### config.mk
export PLATFORM = sky130hd
export DESIGN_NAME = head_seek_control
export DESIGN_NICKNAME = d
export VERILOG_FILES = /design/src/design/seek_pkg.sv /design/src/design/step_if.sv /design/src/design/step_gen.sv /design/src/design/head_seek_control.sv
export SDC_FILE = /design/constraint.sdc
export NUM_CORES = 1
export LEC_CHECK = 0
export ABC_AREA = 1
export BUFFER_PORTS_ARGS = -buffer_cell sky130_fd_sc_hd__buf_2
export CORE_MARGIN = 4
export CORE_UTILIZATION = 30
export CTS_CLUSTER_SIZE = 28
export DETAILED_ROUTE_END_ITERATION = 16
export PLACE_DENSITY = 0.47
export SLEW_MARGIN = 20
export SYNTH_ARGS = -nofsm -noshare
export SYNTH_HDL_FRONTEND = slang
export SYNTH_HIERARCHICAL = 1
export SYNTH_SLANG_ARGS = --single-unit
export TNS_END_PERCENT = 5
### constraint.sdc
create_clock -name clk_sys -period 4.2 [get_ports clk_sys]
set_clock_uncertainty 0.15 [all_clocks]
set_input_delay 0.42 -clock clk_sys [delete_from_list [all_inputs] [get_ports clk_sys]]
set_output_delay 0.42 -clock clk_sys [all_outputs]
set_load 0.05 [all_outputs]
### src/design/seek_pkg.sv
package seek_pkg;
	localparam int CYL_W = 8;
	localparam int NUM_DRIVES = 4;
	localparam int DRV_W = 2;
	localparam int RECAL_MAX_STEPS = 79;
	localparam int STEP_CNT_W = 7;
	localparam int CLK_MHZ = 40;
	// step pulse width on the drive pin
	localparam int STEP_PULSE_US = 1;
	localparam int STEP_PULSE_CYC = STEP_PULSE_US * CLK_MHZ;
	// one unit of step interval setting, in microseconds
	localparam int STEP_UNIT_US = 500;
	localparam int STEP_UNIT_CYC = STEP_UNIT_US * CLK_MHZ;
	localparam int SRT_W = 4;
	localparam int TMR_W = 24;
	localparam int INDEX_LIMIT = 2;
	localparam logic [1:0] TC_NORMAL = 2'h0;
	localparam logic [1:0] TC_ABNORMAL = 2'h1;
	localparam logic [1:0] TC_POLL = 2'h3;
	localparam int ST0_TC_HI = 7;
	localparam int ST0_TC_LO = 6;
	localparam int ST0_DONE = 5;
	localparam int ST0_TRK0 = 4;
	localparam int ST0_SIDE = 2;
	localparam logic DIR_IN = 1'b1;
	localparam logic DIR_OUT = 1'b0;
	typedef enum logic [2:0]
	{
		CMD_NONE,
		CMD_SEEK,
		CMD_RSEEK,
		CMD_RECAL,
		CMD_READ_ID,
		CMD_SENSE_INT,
		CMD_SENSE_DRV
	} cmd_t;
endpackage : seek_pkg

### src/design/step_if.sv
`timescale 1ns/1ps
interface step_if;
	import seek_pkg::*;
	logic                fire;
	logic [SRT_W-1:0]    rate;
	logic                first;
	logic                done;
	logic                pulse;
	modport ctl (output fire, output rate, output first, input done,
		input pulse);
	modport gen (input fire, input rate, input first, output done,
		output pulse);
endinterface : step_if

### src/design/step_gen.sv
`timescale 1ns/1ps
module step_gen
	import seek_pkg::*;
#(
	parameter int UNIT_CYC = STEP_UNIT_CYC
)
(
	// clock and reset
	input  wire logic clk_sys,
	input  wire logic rst,
	// control side
	step_if.gen       st
);
	logic [TMR_W-1:0] tmr_r;
	logic             busy_r;
	logic             pulse_r;
	logic [TMR_W-1:0] span;

	// first gap is half length; a zero setting means sixteen units
	always_comb
	begin
		span = TMR_W'((st.rate == '0 ? 16 : int'(st.rate)) * UNIT_CYC);
		if (st.first)
			span = span >> 1;
		if (span < TMR_W'(STEP_PULSE_CYC + 1))
			span = TMR_W'(STEP_PULSE_CYC + 1);
	end

	always_ff @(posedge clk_sys)
	begin
		if (rst)
		begin
			tmr_r   <= '0;
			busy_r  <= 1'b0;
			pulse_r <= 1'b0;
		end
		else if (st.fire && !busy_r)
		begin
			tmr_r   <= span;
			busy_r  <= 1'b1;
			pulse_r <= 1'b1;
		end
		else if (busy_r)
		begin
			tmr_r <= tmr_r - TMR_W'(1);
			if (tmr_r == TMR_W'(span - TMR_W'(STEP_PULSE_CYC)))
				pulse_r <= 1'b0;
			if (tmr_r == TMR_W'(1))
				busy_r <= 1'b0;
		end
	end

	assign st.done  = busy_r && tmr_r == TMR_W'(1);
	assign st.pulse = pulse_r;
endmodule : step_gen

### src/design/head_seek_control.sv
`timescale 1ns/1ps
// Functional notes
// - only Read ID, Recalibrate, Seek and Relative Seek raise the interrupt on completion.
// - Read ID captures cylinder, head, sector, size of first good ID field.
// - no ID mark by second index: code 01, missing-mark flag, end.
// - Recalibrate clears present cylinder, direction 0, steps while track zero low.
// - track zero high during Recalibrate sets positioning done, terminates.
// - still low after 79 steps: done plus track-zero-not-found, terminate.
// - busy only in command phase for Seek and Recalibrate, four drives overlap (here one positioning command at a time; others are refused until it ends).
// - Seek compares cylinders; lower steps in with 1, higher out with 0.
// - steps spaced by step interval setting, recompare each step, done on equal.
// - side-select bit in status zero is 0 after positioning commands.
// - leaving powerdown clears present cylinder and stored interrupt status.
// - interrupt on result phase entry, positioning end, non-DMA byte need.
// - Sense Interrupt Status clears interrupt, returns status zero.
// - cause codes: poll 0/11, normal 1/00, abnormal 1/01.
// - without Sense Interrupt Status the drive stays marked busy.
// - Sense Drive Status goes straight to result with status register 3.
// - step interval spaces pulses; first gap may be shorter.
// - Relative Seek outward past track zero sets track-zero-not-found.
module head_seek_control
	import seek_pkg::*;
#(
	parameter int UNIT_CYC = STEP_UNIT_CYC
)
(
	// clock and reset
	input  wire logic             clk_sys,
	input  wire logic             rst,
	// command port
	input  wire logic             cmd_valid,
	input  wire cmd_t             cmd_code,
	input  wire logic [DRV_W-1:0] cmd_drive,
	input  wire logic [CYL_W-1:0] cmd_target,
	input  wire logic             cmd_rel_dir,
	input  wire logic [SRT_W-1:0] step_interval_setting,
	output logic                  cmd_busy,
	// result port
	output logic                  res_valid,
	output logic [7:0]            res_status_zero,
	output logic [CYL_W-1:0]      res_cylinder,
	output logic [7:0]            res_status_three,
	output logic                  res_no_id_mark_flag,
	// read id capture
	input  wire logic             id_valid,
	input  wire logic [7:0]       id_cyl,
	input  wire logic [7:0]       id_head,
	input  wire logic [7:0]       id_sector,
	input  wire logic [7:0]       id_size,
	output logic [31:0]           id_chrn,
	// other interrupt sources, powerdown exit and drive status three
	input  wire logic             xfer_result_entry,
	input  wire logic             nondma_byte_req,
	input  wire logic             poll_event,
	input  wire logic             powerdown_exit,
	input  wire logic [7:0]       drive_status_three,
	// drive pins, drive busy flags and interrupt line
	input  wire logic             track_zero_in,
	input  wire logic             index_pulse_in,
	output logic                  step_out,
	output logic                  dir_out,
	output logic [NUM_DRIVES-1:0] drive_busy,
	output logic                  irq
);
	typedef enum logic [2:0] {S_IDLE, S_DIR, S_STEP, S_WAIT, S_RID} st_t;
	st_t                          state_r;
	logic [CYL_W-1:0]             pcn_r [NUM_DRIVES];
	logic [CYL_W-1:0]             target_cylinder_r;
	logic [DRV_W-1:0]             drv_r;
	cmd_t                         kind_r;
	logic [STEP_CNT_W-1:0]        nsteps_r;
	logic [1:0]                   idx_r;
	logic                         idx_d_r;
	logic                         first_r;
	logic [7:0]                   pend_st0_r [NUM_DRIVES];
	logic [NUM_DRIVES-1:0]        pend_r;
	logic                         fin;
	logic [7:0]                   fin_st0;
	logic [CYL_W-1:0]             present_cylinder;
	logic                         need_step;
	step_if                       st ();

	step_gen #(.UNIT_CYC(UNIT_CYC)) u_step
	(
		.clk_sys (clk_sys),
		.rst     (rst),
		.st      (st)
	);

	assign present_cylinder = pcn_r[drv_r];
	assign st.rate  = step_interval_setting;
	assign st.first = first_r;
	assign st.fire  = state_r == S_STEP;
	assign step_out = st.pulse;

	// busy while a positioning command is taken (S_DIR), for all of Read ID, and for any command offered outside idle
	assign cmd_busy = state_r == S_RID || (cmd_valid && state_r != S_IDLE)
		|| state_r == S_DIR;

	always_comb
	begin
		need_step = 1'b0;
		if (kind_r == CMD_RECAL)
			need_step = !track_zero_in;
		else if (kind_r == CMD_SEEK)
			need_step = present_cylinder != target_cylinder_r;
		else if (kind_r == CMD_RSEEK)
			need_step = target_cylinder_r != '0;
	end

	// completion and status zero of positioning commands
	always_comb
	begin
		fin = 1'b0;
		fin_st0 = 8'h00;
		fin_st0[1:0] = drv_r;
		fin_st0[ST0_SIDE] = 1'b0;
		fin_st0[ST0_DONE] = 1'b1;
		if (state_r == S_WAIT && st.done)
			fin = !need_step || (kind_r == CMD_RECAL
				&& nsteps_r == STEP_CNT_W'(RECAL_MAX_STEPS));
		if (state_r == S_DIR && !need_step)
			fin = 1'b1;
		// outward relative seek stops before wrapping past cylinder zero
		if ((state_r == S_DIR || (state_r == S_WAIT && st.done))
			&& kind_r == CMD_RSEEK && !dir_out
			&& present_cylinder == '0 && need_step)
			fin = 1'b1;
		if (kind_r == CMD_RECAL && need_step)
		begin
			fin_st0[ST0_TRK0] = 1'b1;
			fin_st0[ST0_TC_HI:ST0_TC_LO] = TC_ABNORMAL;
		end
		if (kind_r == CMD_RSEEK && need_step)
		begin
			fin_st0[ST0_TRK0] = 1'b1;
			fin_st0[ST0_TC_HI:ST0_TC_LO] = TC_ABNORMAL;
		end
	end

	always_ff @(posedge clk_sys)
	begin
		if (rst)
		begin
			state_r <= S_IDLE;
			kind_r <= CMD_NONE;
			drv_r <= '0;
			target_cylinder_r <= '0;
			nsteps_r <= '0;
			first_r <= 1'b0;
			dir_out <= DIR_OUT;
		end
		else
		begin
			case (state_r)
				S_IDLE:
				begin
					if (cmd_valid && (cmd_code == CMD_SEEK
						|| cmd_code == CMD_RSEEK || cmd_code == CMD_RECAL))
					begin
						kind_r <= cmd_code;
						drv_r <= cmd_drive;
						target_cylinder_r <= cmd_target;
						nsteps_r <= '0;
						first_r <= 1'b1;
						state_r <= S_DIR;
						if (cmd_code == CMD_RECAL)
							dir_out <= DIR_OUT;
						else if (cmd_code == CMD_RSEEK)
							dir_out <= cmd_rel_dir;
						else
							dir_out <= pcn_r[cmd_drive] < cmd_target ?
								DIR_IN : DIR_OUT;
					end
					else if (cmd_valid && cmd_code == CMD_READ_ID)
					begin
						kind_r <= cmd_code;
						state_r <= S_RID;
					end
				end
				// direction settled two cycles before the first pulse
				S_DIR:
					state_r <= fin ? S_IDLE : S_STEP;
				S_STEP:
				begin
					state_r <= S_WAIT;
					// count down at the pulse so the recompare sees it
					if (kind_r == CMD_RSEEK)
						target_cylinder_r <= target_cylinder_r - CYL_W'(1);
				end
				S_WAIT:
				begin
					if (st.done)
					begin
						first_r <= 1'b0;
						state_r <= fin ? S_IDLE : S_STEP;
					end
				end
				S_RID:
				begin
					if (id_valid || idx_r == 2'(INDEX_LIMIT))
						state_r <= S_IDLE;
				end
				default:
					state_r <= S_IDLE;
			endcase
			if (state_r == S_STEP)
				nsteps_r <= nsteps_r + STEP_CNT_W'(1);
		end
	end

	// present cylinder per drive
	always_ff @(posedge clk_sys)
	begin
		if (rst || powerdown_exit)
		begin
			for (int i = 0; i < NUM_DRIVES; i++)
				pcn_r[i] <= '0;
		end
		else if (state_r == S_DIR && kind_r == CMD_RECAL)
			pcn_r[drv_r] <= '0;
		else if (state_r == S_STEP && kind_r != CMD_RECAL)
			pcn_r[drv_r] <= dir_out == DIR_IN ? present_cylinder + CYL_W'(1)
				: present_cylinder - CYL_W'(1);
	end

	// read id: index count and capture
	always_ff @(posedge clk_sys)
	begin
		if (rst)
		begin
			idx_r <= '0;
			idx_d_r <= 1'b1;
			id_chrn <= '0;
			res_no_id_mark_flag <= 1'b0;
		end
		else
		begin
			idx_d_r <= index_pulse_in;
			if (state_r != S_RID)
				idx_r <= '0;
			else if (idx_d_r && !index_pulse_in)
				idx_r <= idx_r + 2'(1);
			if (state_r == S_RID && id_valid)
			begin
				id_chrn <= {id_cyl, id_head, id_sector, id_size};
				res_no_id_mark_flag <= 1'b0;
			end
			else if (state_r == S_RID && idx_r == 2'(INDEX_LIMIT))
				res_no_id_mark_flag <= 1'b1;
		end
	end

	// pending interrupt status per drive; a new end wins over a sense
	always_ff @(posedge clk_sys)
	begin
		if (rst || powerdown_exit)
		begin
			pend_r <= '0;
			for (int i = 0; i < NUM_DRIVES; i++)
				pend_st0_r[i] <= 8'h00;
		end
		else
		begin
			if (cmd_valid && state_r == S_IDLE && cmd_code == CMD_SENSE_INT
				&& pend_r != '0)
				pend_r[res_status_zero_drv()] <= 1'b0;
			if (fin)
			begin
				pend_r[drv_r] <= 1'b1;
				pend_st0_r[drv_r] <= fin_st0;
			end
		end
	end

	function automatic logic [DRV_W-1:0] res_status_zero_drv();
		logic [DRV_W-1:0] d;
		d = '0;
		for (int i = NUM_DRIVES - 1; i >= 0; i--)
			if (pend_r[i])
				d = DRV_W'(i);
		return d;
	endfunction : res_status_zero_drv

	assign drive_busy = pend_r;

	// results
	always_ff @(posedge clk_sys)
	begin
		if (rst)
		begin
			res_valid <= 1'b0;
			res_status_zero <= 8'h00;
			res_cylinder <= '0;
			res_status_three <= 8'h00;
		end
		else
		begin
			res_valid <= 1'b0;
			if (cmd_valid && state_r == S_IDLE && cmd_code == CMD_SENSE_INT)
			begin
				res_valid <= 1'b1;
				if (pend_r != '0)
				begin
					res_status_zero <= pend_st0_r[res_status_zero_drv()];
					res_cylinder <= pcn_r[res_status_zero_drv()];
				end
				else
					res_status_zero <= {TC_POLL, 6'h00};
			end
			else if (cmd_valid && state_r == S_IDLE
				&& cmd_code == CMD_SENSE_DRV)
			begin
				res_valid <= 1'b1;
				res_status_three <= drive_status_three;
			end
			else if (state_r == S_RID && (id_valid
				|| idx_r == 2'(INDEX_LIMIT)))
			begin
				res_valid <= 1'b1;
				res_status_zero <= {id_valid ? TC_NORMAL : TC_ABNORMAL,
					6'h00};
			end
		end
	end

	// interrupt line
	always_ff @(posedge clk_sys)
	begin
		if (rst || powerdown_exit)
			irq <= 1'b0;
		else if (fin || xfer_result_entry || nondma_byte_req || poll_event
			|| (state_r == S_RID && (id_valid
			|| idx_r == 2'(INDEX_LIMIT))))
			irq <= 1'b1;
		else if (cmd_valid && state_r == S_IDLE && cmd_code == CMD_SENSE_INT)
			irq <= 1'b0;
	end
endmodule : head_seek_control

Word level (Yosys, flattened, before mapping)
Memory sizes are Yosys's and may differ from the RTL's. A register that Yosys moved wholly into a read port is not among the register bits.
Cells that the tools add are included.
{ "word_totals": {"ff_bits": 109, "inputBits": 68, "ram_bits": 56, "n_memories": 2} }
{ "classes": {"n_addsub": 7, "n_eq_ne": 26, "n_mux": 89, "n_reduce_logical": 71, "n_mul": 1, "bitwise": 5, "magnitude_cmp": 6} }
{ "mem_list": {"columns": ["memory", "words", "word_bits", "read_ports", "rd_clocked_by_memory_dff", "wr", "line", "text"], "rows": [
  ["pcn_r", 4, 8, 3, 2, 4, "head_seek_control.sv:67", "logic [CYL_W-1:0] pcn_r [NUM_DRIVES];"],
  ["pend_st0_r", 4, 6, 1, 0, 4, "head_seek_control.sv:75", "logic [7:0] pend_st0_r [NUM_DRIVES];"]
]} }
{ "ops": {"columns": ["operator", "n"], "rows": [
  ["$mux 24", 4],
  ["$mux 8", 9],
  ["$mux 1", 42],
  ["$mul 32x11->19 const B", 1],
  ["$mux 2", 15],
  ["$logic_and 1x1->1", 26],
  ["$eq 24x1->1 const B", 1],
  ["$eq 24x24->1", 1],
  ["$lt 24x6->1 const B", 1],
  ["$sub 24x1->24 const B", 1],
  ["$sub 24x6->24 const B", 1],
  ["$mux 7", 3],
  ["$eq 3x2->1 const B", 6],
  ["$mux 3", 6],
  ["$pmux 8 s2", 1],
  ["$reduce_bool 2->1", 8],
  ["$sub 8x1->8 const B", 2],
  ["$pmux 3 s5", 1],
  ["$reduce_and 2->1", 7],
  ["$eq 3x3->1 const B", 4],
  ["$logic_or 1x1->1", 12],
  ["$mux 4", 3],
  ["$eq 3x1->1 const B", 3],
  ["$reduce_and 3->1", 3],
  ["other kinds (32)", 44]
]} }

Longest topological paths before layout
Gate-level depths: netlist of the first run.
{ "logic_depth": {"ltp_word": 16, "depth_mapped": 31} }

Modules after synthesis
The synthesis of the first run kept the hierarchy.
{ "modules_own_cells": {"columns": ["module", "cells_each", "area_per_inst_um2", "n_inst", "seq_area_each_um2"], "rows": [
  ["head_seek_control", 933, 7050.5, 1, 3263.1],
  ["step_gen", 483, 2886.5, 1, 520.5]
]} }

Least setup slack after synthesis of the first run
OpenSTA, ideal clock, no wires.
{ "synth_timing": {"path_kind": "input -> register", "startpoint": "in step_interval_setting[0]", "endpoint": "reg u_step.pulse_r (netlist: u_step/st.pulse)", "setup_time_ns": 0.118, "slack_ns": 0.173, "required_time_ns": 3.932, "path_stages": 27, "n_path_buf": 1, "arrival_time_ns": 3.760, "cell_sequence": "inv_1 > ha_1 > nand2_1 > inv_1 > nor2_1 > ha_1 > ha_1 > inv_1 > fa_1 > inv_1 > nand3_1 > nand2_1 > nand2_1 > nand2_1 > nand2_1 > nand3_1 > nand2_1 > nor2_2 > nand4_4 > buf_6 > nand2_1 > nor2_1 > xor2_1 > nor2_1 > nand4_1 > nor2_1 > nor2_1"} }
{ "synth_between": {"elab_chain_len": 10} }
{ "synth_lines": {"columns": ["element", "line", "text"], "rows": [
  ["from (decl)", "head_seek_control.sv:36", "input wire logic [SRT_W-1:0] step_interval_setting,"],
  ["$logic_not 4->1", "step_gen.sv:22", "span = TMR_W'((st.rate == '0 ? 16 : int'(st.rate)) * UNIT_CYC);"],
  ["$mux 5 (*)", "step_gen.sv:22", null],
  ["$mul 32x11->19 (*)", "step_gen.sv:22", null],
  ["$mux 24 (*)", "step_gen.sv:23", "if (st.first)"],
  ["$lt 24x6->1", "step_gen.sv:25", "if (span < TMR_W'(STEP_PULSE_CYC + 1))"],
  ["$mux 24 (*)", "step_gen.sv:25", null],
  ["$sub 24x6->24 (*)", "step_gen.sv:46", "if (tmr_r == TMR_W'(span - TMR_W'(STEP_PULSE_CYC)))"],
  ["$eq 24x24->1 (*)", "step_gen.sv:46", null],
  ["$reduce_bool 2->1 (no source line) (*)", null, null],
  ["$reduce_and 2->1 (no source line) (*)", null, null],
  ["to (signal assigned)", "step_gen.sv:35", "pulse_r <= 1'b0;"],
  ["to (signal assigned)", "step_gen.sv:41", "pulse_r <= 1'b1;"],
  ["to (signal assigned)", "step_gen.sv:47", "pulse_r <= 1'b0;"],
  ["to (decl)", "step_gen.sv:16", "logic pulse_r;"]
]} }
Every way passes the cells marked *; elsewhere a longest branch is shown, timed or not.
A chain may end at the register's enable or synchronous reset.

Worst setup path after layout of the first run
Same ends and word-level chain as after synthesis.

==> results of run 1 <==
-- per-stage QoR --
step / setup slack (ps) / utilization, % / setup TNS, ps
after floorplan: 172.8 / - / 0
after global placement: -29.51 / 34.61 / -29.51
after detailed placement: -122.0 / 34.61 / -122.0
after CTS: 343.5 / 36.47 / 0
after global routing: -14.82 / 36.69 / -14.82
final: 392.9 / 36.69 / 0
-- layout by cell type, fill, tap and decap left out, types with 38 or more instances in the layout --
cell,netlist,final
a21oi_1,70,70
buf_2,2,131
buf_4,5,51
dfxtp_1,117,117
edfxtp_1,48,48
ha_1,38,38
inv_1,190,186
nand2_1,261,258
nand3_1,88,88
nor2_1,254,247
o21ai_0,121,121
-- layout make-up --
| type | instances | area [sq um] | area share [%] |
|---|---|---|---|
| clock buffer | 19 | 454.2 | 3.795 |
| tap | 442 | 553.0 | 4.621 |
| multi-input combinational | 1014 | 5241 | 43.80 |
| inverter | 197 | 742.0 | 6.200 |
| sequential | 165 | 3784 | 31.62 |
| clock inverter | 13 | 155.1 | 1.296 |
| timing repair buffer | 182 | 1039 | 8.678 |
-- metal layers --
metal | vias up | global-route usage [%] | share of wire (%)
met3 | 26 | 3.046 | 3.6
met4 | 0 | 4.563 | 1.5
li1 | 4932 | - | -
met1 | 4336 | 20.39 | 45
met2 | 153 | 28.85 | 50
met5 | - | 0 | 0
-- how the worst max path moves through the flow --
stage / from / endpoint / depth (start not counted)
5_1_grt: step_interval_setting[0] / u_step/st.pulse / 30
2_1_floorplan: step_interval_setting[0] / u_step/st.pulse / 27
4_1_cts: step_interval_setting[0] / u_step/st.pulse / 26
3_3_place_gp: step_interval_setting[0] / u_step/st.pulse / 26
6_report: step_interval_setting[0] / u_step/st.pulse / 24
3_5_place_dp: step_interval_setting[0] / u_step/st.pulse / 26
-- kinds of logic (layout without fill, tap and decap cells) --
group                      Yosys count  in the layout  synth area share (%)
AOI/OAI and AO/OA                  251            251                 14.06
xor gates and xnor gates            20             20                 1.763
adders and majority gates           41             41                 5.389
buffers and inverters              243            411                 9.796
DFF                                165            165                 38.08
muxes                                1              1                0.1133
other                                3              8                0.1133
and+or+nand+nor                    692            693                 30.69
-- sequential cells by signal, summed over array words and instances, names as in the netlist, 2 cells and up, named ones only --
register and flops:
kind_r 3, pend_st0_r 16, drv_r 2, drive_busy 4, id_chrn 32, nsteps_r 7, res_status_three 8, pcn_r 32
idx_r 2, state_r 3, u_step/tmr_r 24, target_cylinder_r 8, res_cylinder 8, res_status_zero 6
-- power groups by stage --
stage | combinational (W) | clock [W] | sequential (W)
floorplan | 0.000764 | 0 | 0.00184
global placement | 0.00113 | 0 | 0.00184
detailed placement | 0.00113 | 0 | 0.00183
CTS | 0.00114 | 0.00169 | 0.00180
global route | 0.00130 | 0.00176 | 0.00181
finish | 0.00114 | 0.00165 | 0.00180
-- worst max-delay path, delay by kind of cell --
kind	cells	cell delay, ps
AOI/OAI and AO/OA	1	160
xor gates and xnor gates	1	150
adders and majority gates	4	1290
buffers and inverters	5	490
and+or+nand+nor	13	1460
-- what timing repair did --
action,CTS,global route
setup endpoints to repair,0,1
hold buffers,0,0
buffers inserted,0,4
resized for setup,0,12
==> flow_summary.toml, run 1 <==
[run_status]
run_status = "finished clean"

[critical_path]
reg2regPathDepth = 13
r2r-end = "pend_st0_r[0][3]"
start_kind = "input port"
critPathMaxFanout = 7
path_common_cell = "nor2_1"
r2r_start = "u_step/tmr_r[15]"
max_stage_delay_ps = 560
cp.required_ps = 4380
critPathKind = "in2reg"
rrSetupSlack_ps = 800
worstSetupEndpointType = "register"
slowest_stage = "fa_1"
worstPathCellList = "buf_2 > inv_1 > ha_1 > nand2_1 > inv_1 > nor2_2 > ha_1 > ha_1 > inv_1 > fa_1 > nor2_1 > o21bai_1 > nor2_1 > nand3_2 > nor2_4 > nand4_4 > buf_4 > nand3_2 > xor2_1 > nand3_1 > nor2_1 > nand4_1 > nor2_1 > nor2_1"
arrival_ps = 3990

[timing]
finalCritPeriodShare_pct = 90.65
worst_slew_pin_slew_ps = 804.5
hold_viol = 0
clock.fmax_ghz = 0.2627
final-setup-viol-count = 0
whs_ps = 43.21
slew_viol_final = 0
period_needed_ps = 3807
max_slew_margin_pct = 46.31

[detailed_routing]
routed_wirelength_microns = 29710
viasPerCell = 4.649
wire_per_inst_microns = 14.62
dr.pass1.iters = 5
drtIter0Drc = 469
drtAntennaViolNets = 0
dr_total_vias = 9447
remaining_drc_errors = 0

[global_route]
track_usage_pct = 16.34
grt_pass1_vias = 9151
grt_max_degree = 45
grt_pass1_wl_microns = 47390
grt-ovfl-total = 0
antenna_found_initial = 0

[worst_hold_path]
hold_path_depth = 3
hp-start = "index_pulse_in"
min_to = "idx_d_r"
hold_path.class = "in2reg"

[yosys]
synth_edf_count = 48
synth_area_sq_mm = 0.009937
avgSynthCellArea_sq_um = 7.018
netlist-cell-type-count = 57
yosys.area.top_type = "dfxtp_1"
yosys_warnings = 6
yosysSeqAreaShare_pct = 38.08
synth_seq_cells = 165
synth_top_area_share_pct = 23.57
netlist_instances = 1416
postSynth.asyncResetShare_pct = 0
synth_ff_type = "dfxtp_1"
ys_top_cells_by_count = "nand2_1, nor2_1, inv_1, o21ai_0, dfxtp_1"
yosysMostFrequentCell = "nand2_1"
synth_area_leaders = "dfxtp_1, edfxtp_1, nand2_1"

[placement]
dp_hpwl_microns = 23010
place_inst = 1995
io_buffers = 131
gp_congestion = 0.8290
place_area_sq_mm = 0.01129

[pwr]
seqPwrFrac_pct = 39.2
p_sw_share_pct = 32.52
comb_power_share_pct = 24.9
worst_ir_drop_vdd_mv = 0.2905
p_leak_nw = 5.678
powerDensity_mw_per_mm2 = 383.8
switching_power_w = 0.001494
clkPwrFrac_pct = 35.9
total_power_w = 0.004593
p_int_w = 0.003099

[cts]
clk_latency_ps = 450
root_buffer = "clkbuf_16"
cts_buffer_depth = 2
tritoncts = "yes"
cts_made_buffers = 17
numClockSinks = 165
htree_levels = 4
clkTransAtPathRegs_ps = 60

[finish]
antennaDiodeCount = 0
areaGrowthSynthToFinish_pct = 20.44
stdcell_count = 2032
nFillCells = 3520
drive_above_1_share_pct = 17.30
final_nets = 1686
design_area_sq_mm = 0.01197

[floorplanning]
die_h_microns = 190
die_w_microns = 190
initial_core_util_pct = 30.46
io_pins = 134
rows = 66
coreArea_sq_mm = 0.03262
die-area_sq_mm = 0.03610

[flow_run]
drv_cap = 0
No activity file was read; power rests on OpenSTA's default activity.
==> inputs of run 2 (changes only) <==
--- a/config.mk
+++ b/config.mk
@@ -8,10 +8,11 @@
 export ABC_AREA = 1
 export BUFFER_PORTS_ARGS = -buffer_cell sky130_fd_sc_hd__buf_2
 export CORE_MARGIN = 4
-export CORE_UTILIZATION = 30
+export CORE_UTILIZATION = 53
+export CTS_BUF_LIST = sky130_fd_sc_hd__clkbuf_4 sky130_fd_sc_hd__clkbuf_8 sky130_fd_sc_hd__clkbuf_16
 export CTS_CLUSTER_SIZE = 28
 export DETAILED_ROUTE_END_ITERATION = 16
-export PLACE_DENSITY = 0.47
+export PLACE_DENSITY = 0.75
 export SLEW_MARGIN = 20
 export SYNTH_ARGS = -nofsm -noshare
 export SYNTH_HDL_FRONTEND = slang
==> flow_summary.toml, run 2 (synthesized netlist as in run 1, its figures left out) <==
[cts]
clk_latency_ps = 430
clkTransAtPathRegs_ps = 70
htree_levels = 4
cts_made_buffers = 17
numClockSinks = 165
cts_buffer_depth = 2
tritoncts = "yes"
root_buffer = "clkbuf_16"
postCtsHoldBufs = 0

[finish]
nFillCells = 1630
final_common_cell = "nand2_1"
stdcell_count = 1810
antennaDiodeCount = 0
areaGrowthSynthToFinish_pct = 17.23
top_regs = "id_chrn: 32 flops, pcn_r: 32 flops, u_step/tmr_r: 24 flops"
final_cell_mix = "nand2_1, nor2_1, inv_1"
drive_above_1_share_pct = 16.70
final_core_util_pct = 63.97
final_nets = 1677

[timing]
final-setup-viol-count = 0
final.setup.tns_ps = 0
clock.fmax_ghz = 0.2550
hold_viol = 0
finalCritPeriodShare_pct = 93.37
max_slew_margin_pct = 33.29
worst_slew_pin_slew_ps = 999.6
period_needed_ps = 3921
slew_viol_final = 0

[placement]
gp_congestion = 0.9282
io_buffers = 131
place_inst = 1773
dp_hpwl_microns = 20350

[critical_path]
arrival_ps = 4090
reg2regPathDepth = 12
critPathKind = "in2reg"
critPathMaxFanout = 5
cp.required_ps = 4370
max_stage_delay_ps = 430
path_common_cell = "nand2_1"
r2r-end = "pend_st0_r[2][0]"
crit_buf_inv = 6
r2r_start = "u_step/tmr_r[15]"
worstSetupEndpointType = "register"
cp_top_family = "simple AND/OR/NAND/NOR gates"
rrSetupSlack_ps = 570
slowest_stage = "fa_1"
start_kind = "input port"

[detailed_routing]
wire_per_inst_microns = 14.81
drtAntennaViolNets = 0
viasPerCell = 5.434
dr_total_vias = 9835
dr.pass1.iters = 6
routed_wirelength_microns = 26800
drtIter0Drc = 703
remaining_drc_errors = 0

[run_status]
run_status = "finished clean"

[flow_run]
drv_cap = 0

[worst_hold_path]
hold_path_depth = 3
hp-start = "id_cyl[7]"
hold_path.class = "in2reg"
min_to = "id_chrn[31]"

[floorplanning]
coreArea_sq_mm = 0.01821
rows = 49
initial_core_util_pct = 54.57
die_w_microns = 144.9
die_h_microns = 144.9
io_pins = 134
die-area_sq_mm = 0.02100

[pwr]
p_leak_nw = 5.637
powerDensity_mw_per_mm2 = 389.8
worst_ir_drop_vdd_mv = 0.3308

[global_route]
grt_pass1_wl_microns = 43920
track_usage_pct = 24.83
grt_pass1_vias = 9109
grt_max_degree = 49
grt-ovfl-total = 0
antenna_found_initial = 0
## run 2: cell count changes in the layout (fill, tap and decap cells not counted), moves of 4 or more
| cell | previous run | this run |
|---|---|---|
| inv_8 | 0 | 5 |
| nor2_2 | 13 | 8 |
| nor2_1 | 247 | 251 |
| inv_6 | 1 | 5 |
| buf_4 | 51 | 42 |
## run 2: worst max path at each step
stage                                         from              end  slack, ps  cells past startpoint
final                     step_interval_setting[0]  u_step/st.pulse        280                     31
after global routing      step_interval_setting[0]  u_step/st.pulse        -70                     31
after CTS                 step_interval_setting[2]  u_step/st.pulse        330                     26
after detailed placement  step_interval_setting[0]  u_step/st.pulse       -130                     26
after global placement    step_interval_setting[0]  u_step/st.pulse         20                     26
after floorplan           step_interval_setting[0]  u_step/st.pulse        170                     27
## run 2: cell type report
class | instances | area (sq um) | area share [%]
Clock buffer | 17 | 425.4 | 3.652
Clock inverter | 15 | 178.9 | 1.536
Inverter | 197 | 742.0 | 6.369
Multi-Input combinational cell | 1014 | 5261 | 45.17
Sequential cell | 165 | 3784 | 32.48
Tap cell | 229 | 286.5 | 2.460
Timing Repair Buffer | 173 | 970.9 | 8.335
## run 2: per-stage QoR
step           instance area [sq um]  total power, W  setup WS (ps)  hold slack, ps
5_1_grt                        11650        0.004788         -65.67           50.61
2_1_floorplan                   9956        0.002607          172.8           286.2
4_1_cts                        11560        0.004519          327.1           42.48
3_3_place_gp                   10950        0.002911          24.06           295.9
3_5_place_dp                   10950        0.002926         -125.6           301.5
6_report                       11650        0.004541          278.6           57.58
## run 2: power breakdown
part | switching (W) | internal [W]
Sequential | 0.0000833 | 0.00172
Combinational | 0.000733 | 0.000414
Clock | 0.000737 | 0.000857
Total | 0.00155 | 0.00299
## run 2: what timing repair did
item | in CTS | in global routing
setup buffers | 0 | 4
endpoints found under the setup margin | 0 | 1
endpoints found under the hold margin | 0 | 0
gates resized for setup | 0 | 10
## run 2: routing by layer
layer / routed length [microns] / GRT usage, % / up-vias
met2: 13300 / 43.76 / 334
met1: 11240 / 30.87 / 4499
met4: 707 / 8.266 / 0
met5: 0 / 0 / -
met3: 1560 / 4.459 / 63
li1: - / - / 4939
## run 2: worst register-to-register path, delay by kind of cell (launching register included)
kind,cells,cell delay (ps)
and+or+nand+nor,11,2640
DFF,1,400
buffers and inverters,1,130
==> inputs of run 3 (changes only) <==
--- a/config.mk
+++ b/config.mk
@@ -7,12 +7,14 @@
 export LEC_CHECK = 0
 export ABC_AREA = 1
 export BUFFER_PORTS_ARGS = -buffer_cell sky130_fd_sc_hd__buf_2
+export CELL_PAD_IN_SITES_DETAIL_PLACEMENT = 0
+export CELL_PAD_IN_SITES_GLOBAL_PLACEMENT = 2
 export CORE_MARGIN = 4
-export CORE_UTILIZATION = 53
+export CORE_UTILIZATION = 30
 export CTS_BUF_LIST = sky130_fd_sc_hd__clkbuf_4 sky130_fd_sc_hd__clkbuf_8 sky130_fd_sc_hd__clkbuf_16
 export CTS_CLUSTER_SIZE = 28
 export DETAILED_ROUTE_END_ITERATION = 16
-export PLACE_DENSITY = 0.75
+export PLACE_DENSITY = 0.76
 export SLEW_MARGIN = 20
 export SYNTH_ARGS = -nofsm -noshare
 export SYNTH_HDL_FRONTEND = slang
==> flow_summary.toml, run 3 (synthesized netlist as in run 1, its figures left out) <==
[finish]
areaGrowthSynthToFinish_pct = 21.03
final_nets = 1696
drive_above_1_share_pct = 18.00
final_core_util_pct = 36.87
final_cell_mix = "nand2_1, nor2_1, inv_1"
antennaDiodeCount = 0
top_regs = "id_chrn: 32 flops, pcn_r: 32 flops, u_step/tmr_r: 24 flops"
multi_input_area_sq_mm = 0.005263
final_common_cell = "nand2_1"
register_area_sq_mm = 0.003784
nFillCells = 3525

[floorplanning]
io_pins = 134
rows = 66
die_h_microns = 190
die-area_sq_mm = 0.03610
coreArea_sq_mm = 0.03262
die_w_microns = 190
initial_core_util_pct = 30.46

[cts]
htree_levels = 4
clkTransAtPathRegs_ps = 80
cts_made_buffers = 17
postCtsHoldBufs = 0
numClockSinks = 165
clk_latency_ps = 450
tritoncts = "yes"
cts_buffer_depth = 2
root_buffer = "clkbuf_16"

[detailed_routing]
wire_per_inst_microns = 15.35
routed_wirelength_microns = 31340
drtAntennaViolNets = 0
dr.pass1.iters = 5
dr_total_vias = 9623
viasPerCell = 4.713
remaining_drc_errors = 0
drtIter0Drc = 436

[timing]
finalCritPeriodShare_pct = 93.12
max_slew_margin_pct = 37.99
period_needed_ps = 3911
final-setup-viol-count = 0
hold_viol = 0
clock.fmax_ghz = 0.2557
worst_slew_pin_slew_ps = 924.4
slew_viol_final = 0
final.setup.tns_ps = 0
rsz0062_at_grt = "no"

[critical_path]
worstSetupEndpointType = "register"
path_common_cell = "nor2_1"
critPathMaxFanout = 5
cp.required_ps = 4390
max_stage_delay_ps = 580
arrival_ps = 4100
start_kind = "input port"
slowest_stage = "fa_2"
critPathKind = "in2reg"

[pwr]
worst_ir_drop_vdd_mv = 0.3011
p_sw_share_pct = 34.63
switching_power_w = 0.001574
clkPwrFrac_pct = 34.3
p_int_w = 0.002972
comb_power_share_pct = 26.1
p_leak_nw = 5.716
powerDensity_mw_per_mm2 = 378.0
seqPwrFrac_pct = 39.5

[global_route]
grt_pass1_wl_microns = 48980
track_usage_pct = 17.08
antenna_found_initial = 0
grt-ovfl-total = 0
grt_pass1_vias = 9113
grt_max_degree = 44

[placement]
io_buffers = 131
dp_hpwl_microns = 24320
gp_congestion = 0.7908

[run_status]
run_status = "finished clean"

[flow_run]
drv_cap = 0

[worst_hold_path]
hold_path.class = "in2reg"
==> run 3: cell types whose count changed in the layout (fill, tap and decap cells not counted), sizes merged <==
cell      delta
inv          -3
bufinv       -1
clkbuf       +2
clkinv       +3
buf         +19
clkinvlp     -1
==> run 3: layer usage <==
metal	routed length [microns]	track usage [%]	up-vias
li1	-	-	4951
met1	13900	21.37	4491
met2	15880	30.31	156
met4	466	4.953	0
met3	1090	2.771	25
met5	0	0	-
==> run 3: through the flow <==
stage	cells	power (W)	cell area [sq um]	worst slack (ps)	hold WS (ps)
2_1_floorplan	1421	0.002607	9956	172.8	286.2
3_3_place_gp	2001	0.003005	11330	-107.4	295.9
3_5_place_dp	2001	0.002998	11330	-248.5	304.0
4_1_cts	2033	0.004565	11910	234.7	9.089
5_1_grt	2042	0.004821	12030	15.46	33.43
6_report	2042	0.004546	12030	289.0	27.22
==> run 3: repair_timing <==
action	4_1_cts	5_1_grt
setup buffers	0	8
setup endpoints to repair	0	1
resized for setup	0	15
==> run 3: path summary, 6_finish.rpt <==
path         slack (ps)                 end  cells past startpoint                startpoint
max reg2reg         740    pend_st0_r[1][0]                     13           u_step/tmr_r[4]
max                 290     u_step/st.pulse                     25  step_interval_setting[0]
min                  30             idx_d_r                      3            index_pulse_in
min reg2reg         310  res_status_zero[4]                      2        res_status_zero[4]
==> run 3: cell type report <==
cell class,instances,share of cell area [%]
Clock buffer,19,3.860
Clock inverter,13,0.8947
Inverter,197,6.169
Multi-Input combinational cell,1014,43.76
Sequential cell,165,31.46
Tap cell,442,4.598
Timing Repair Buffer,192,9.259
==> run 3: worst max-delay path: cells and delay by family <==
| family | cells | cell delay, ps |
|---|---|---|
| AO/OA/AOI/OAI | 2 | 270 |
| XOR/XNOR | 1 | 140 |
| adder cells (fa/ha/maj) | 4 | 1310 |
| buffers and inverters | 6 | 600 |
| AND/OR/NAND/NOR | 12 | 1360 |
==> run 3: power groups by stage <==
stage          sequential [W]  clock (W)  combinational (W)
2_1_floorplan         0.00184          0           0.000764
3_3_place_gp          0.00183          0            0.00117
3_5_place_dp          0.00183          0            0.00117
4_1_cts               0.00180    0.00160            0.00117
5_1_grt               0.00181    0.00166            0.00135
6_report              0.00180    0.00156            0.00119
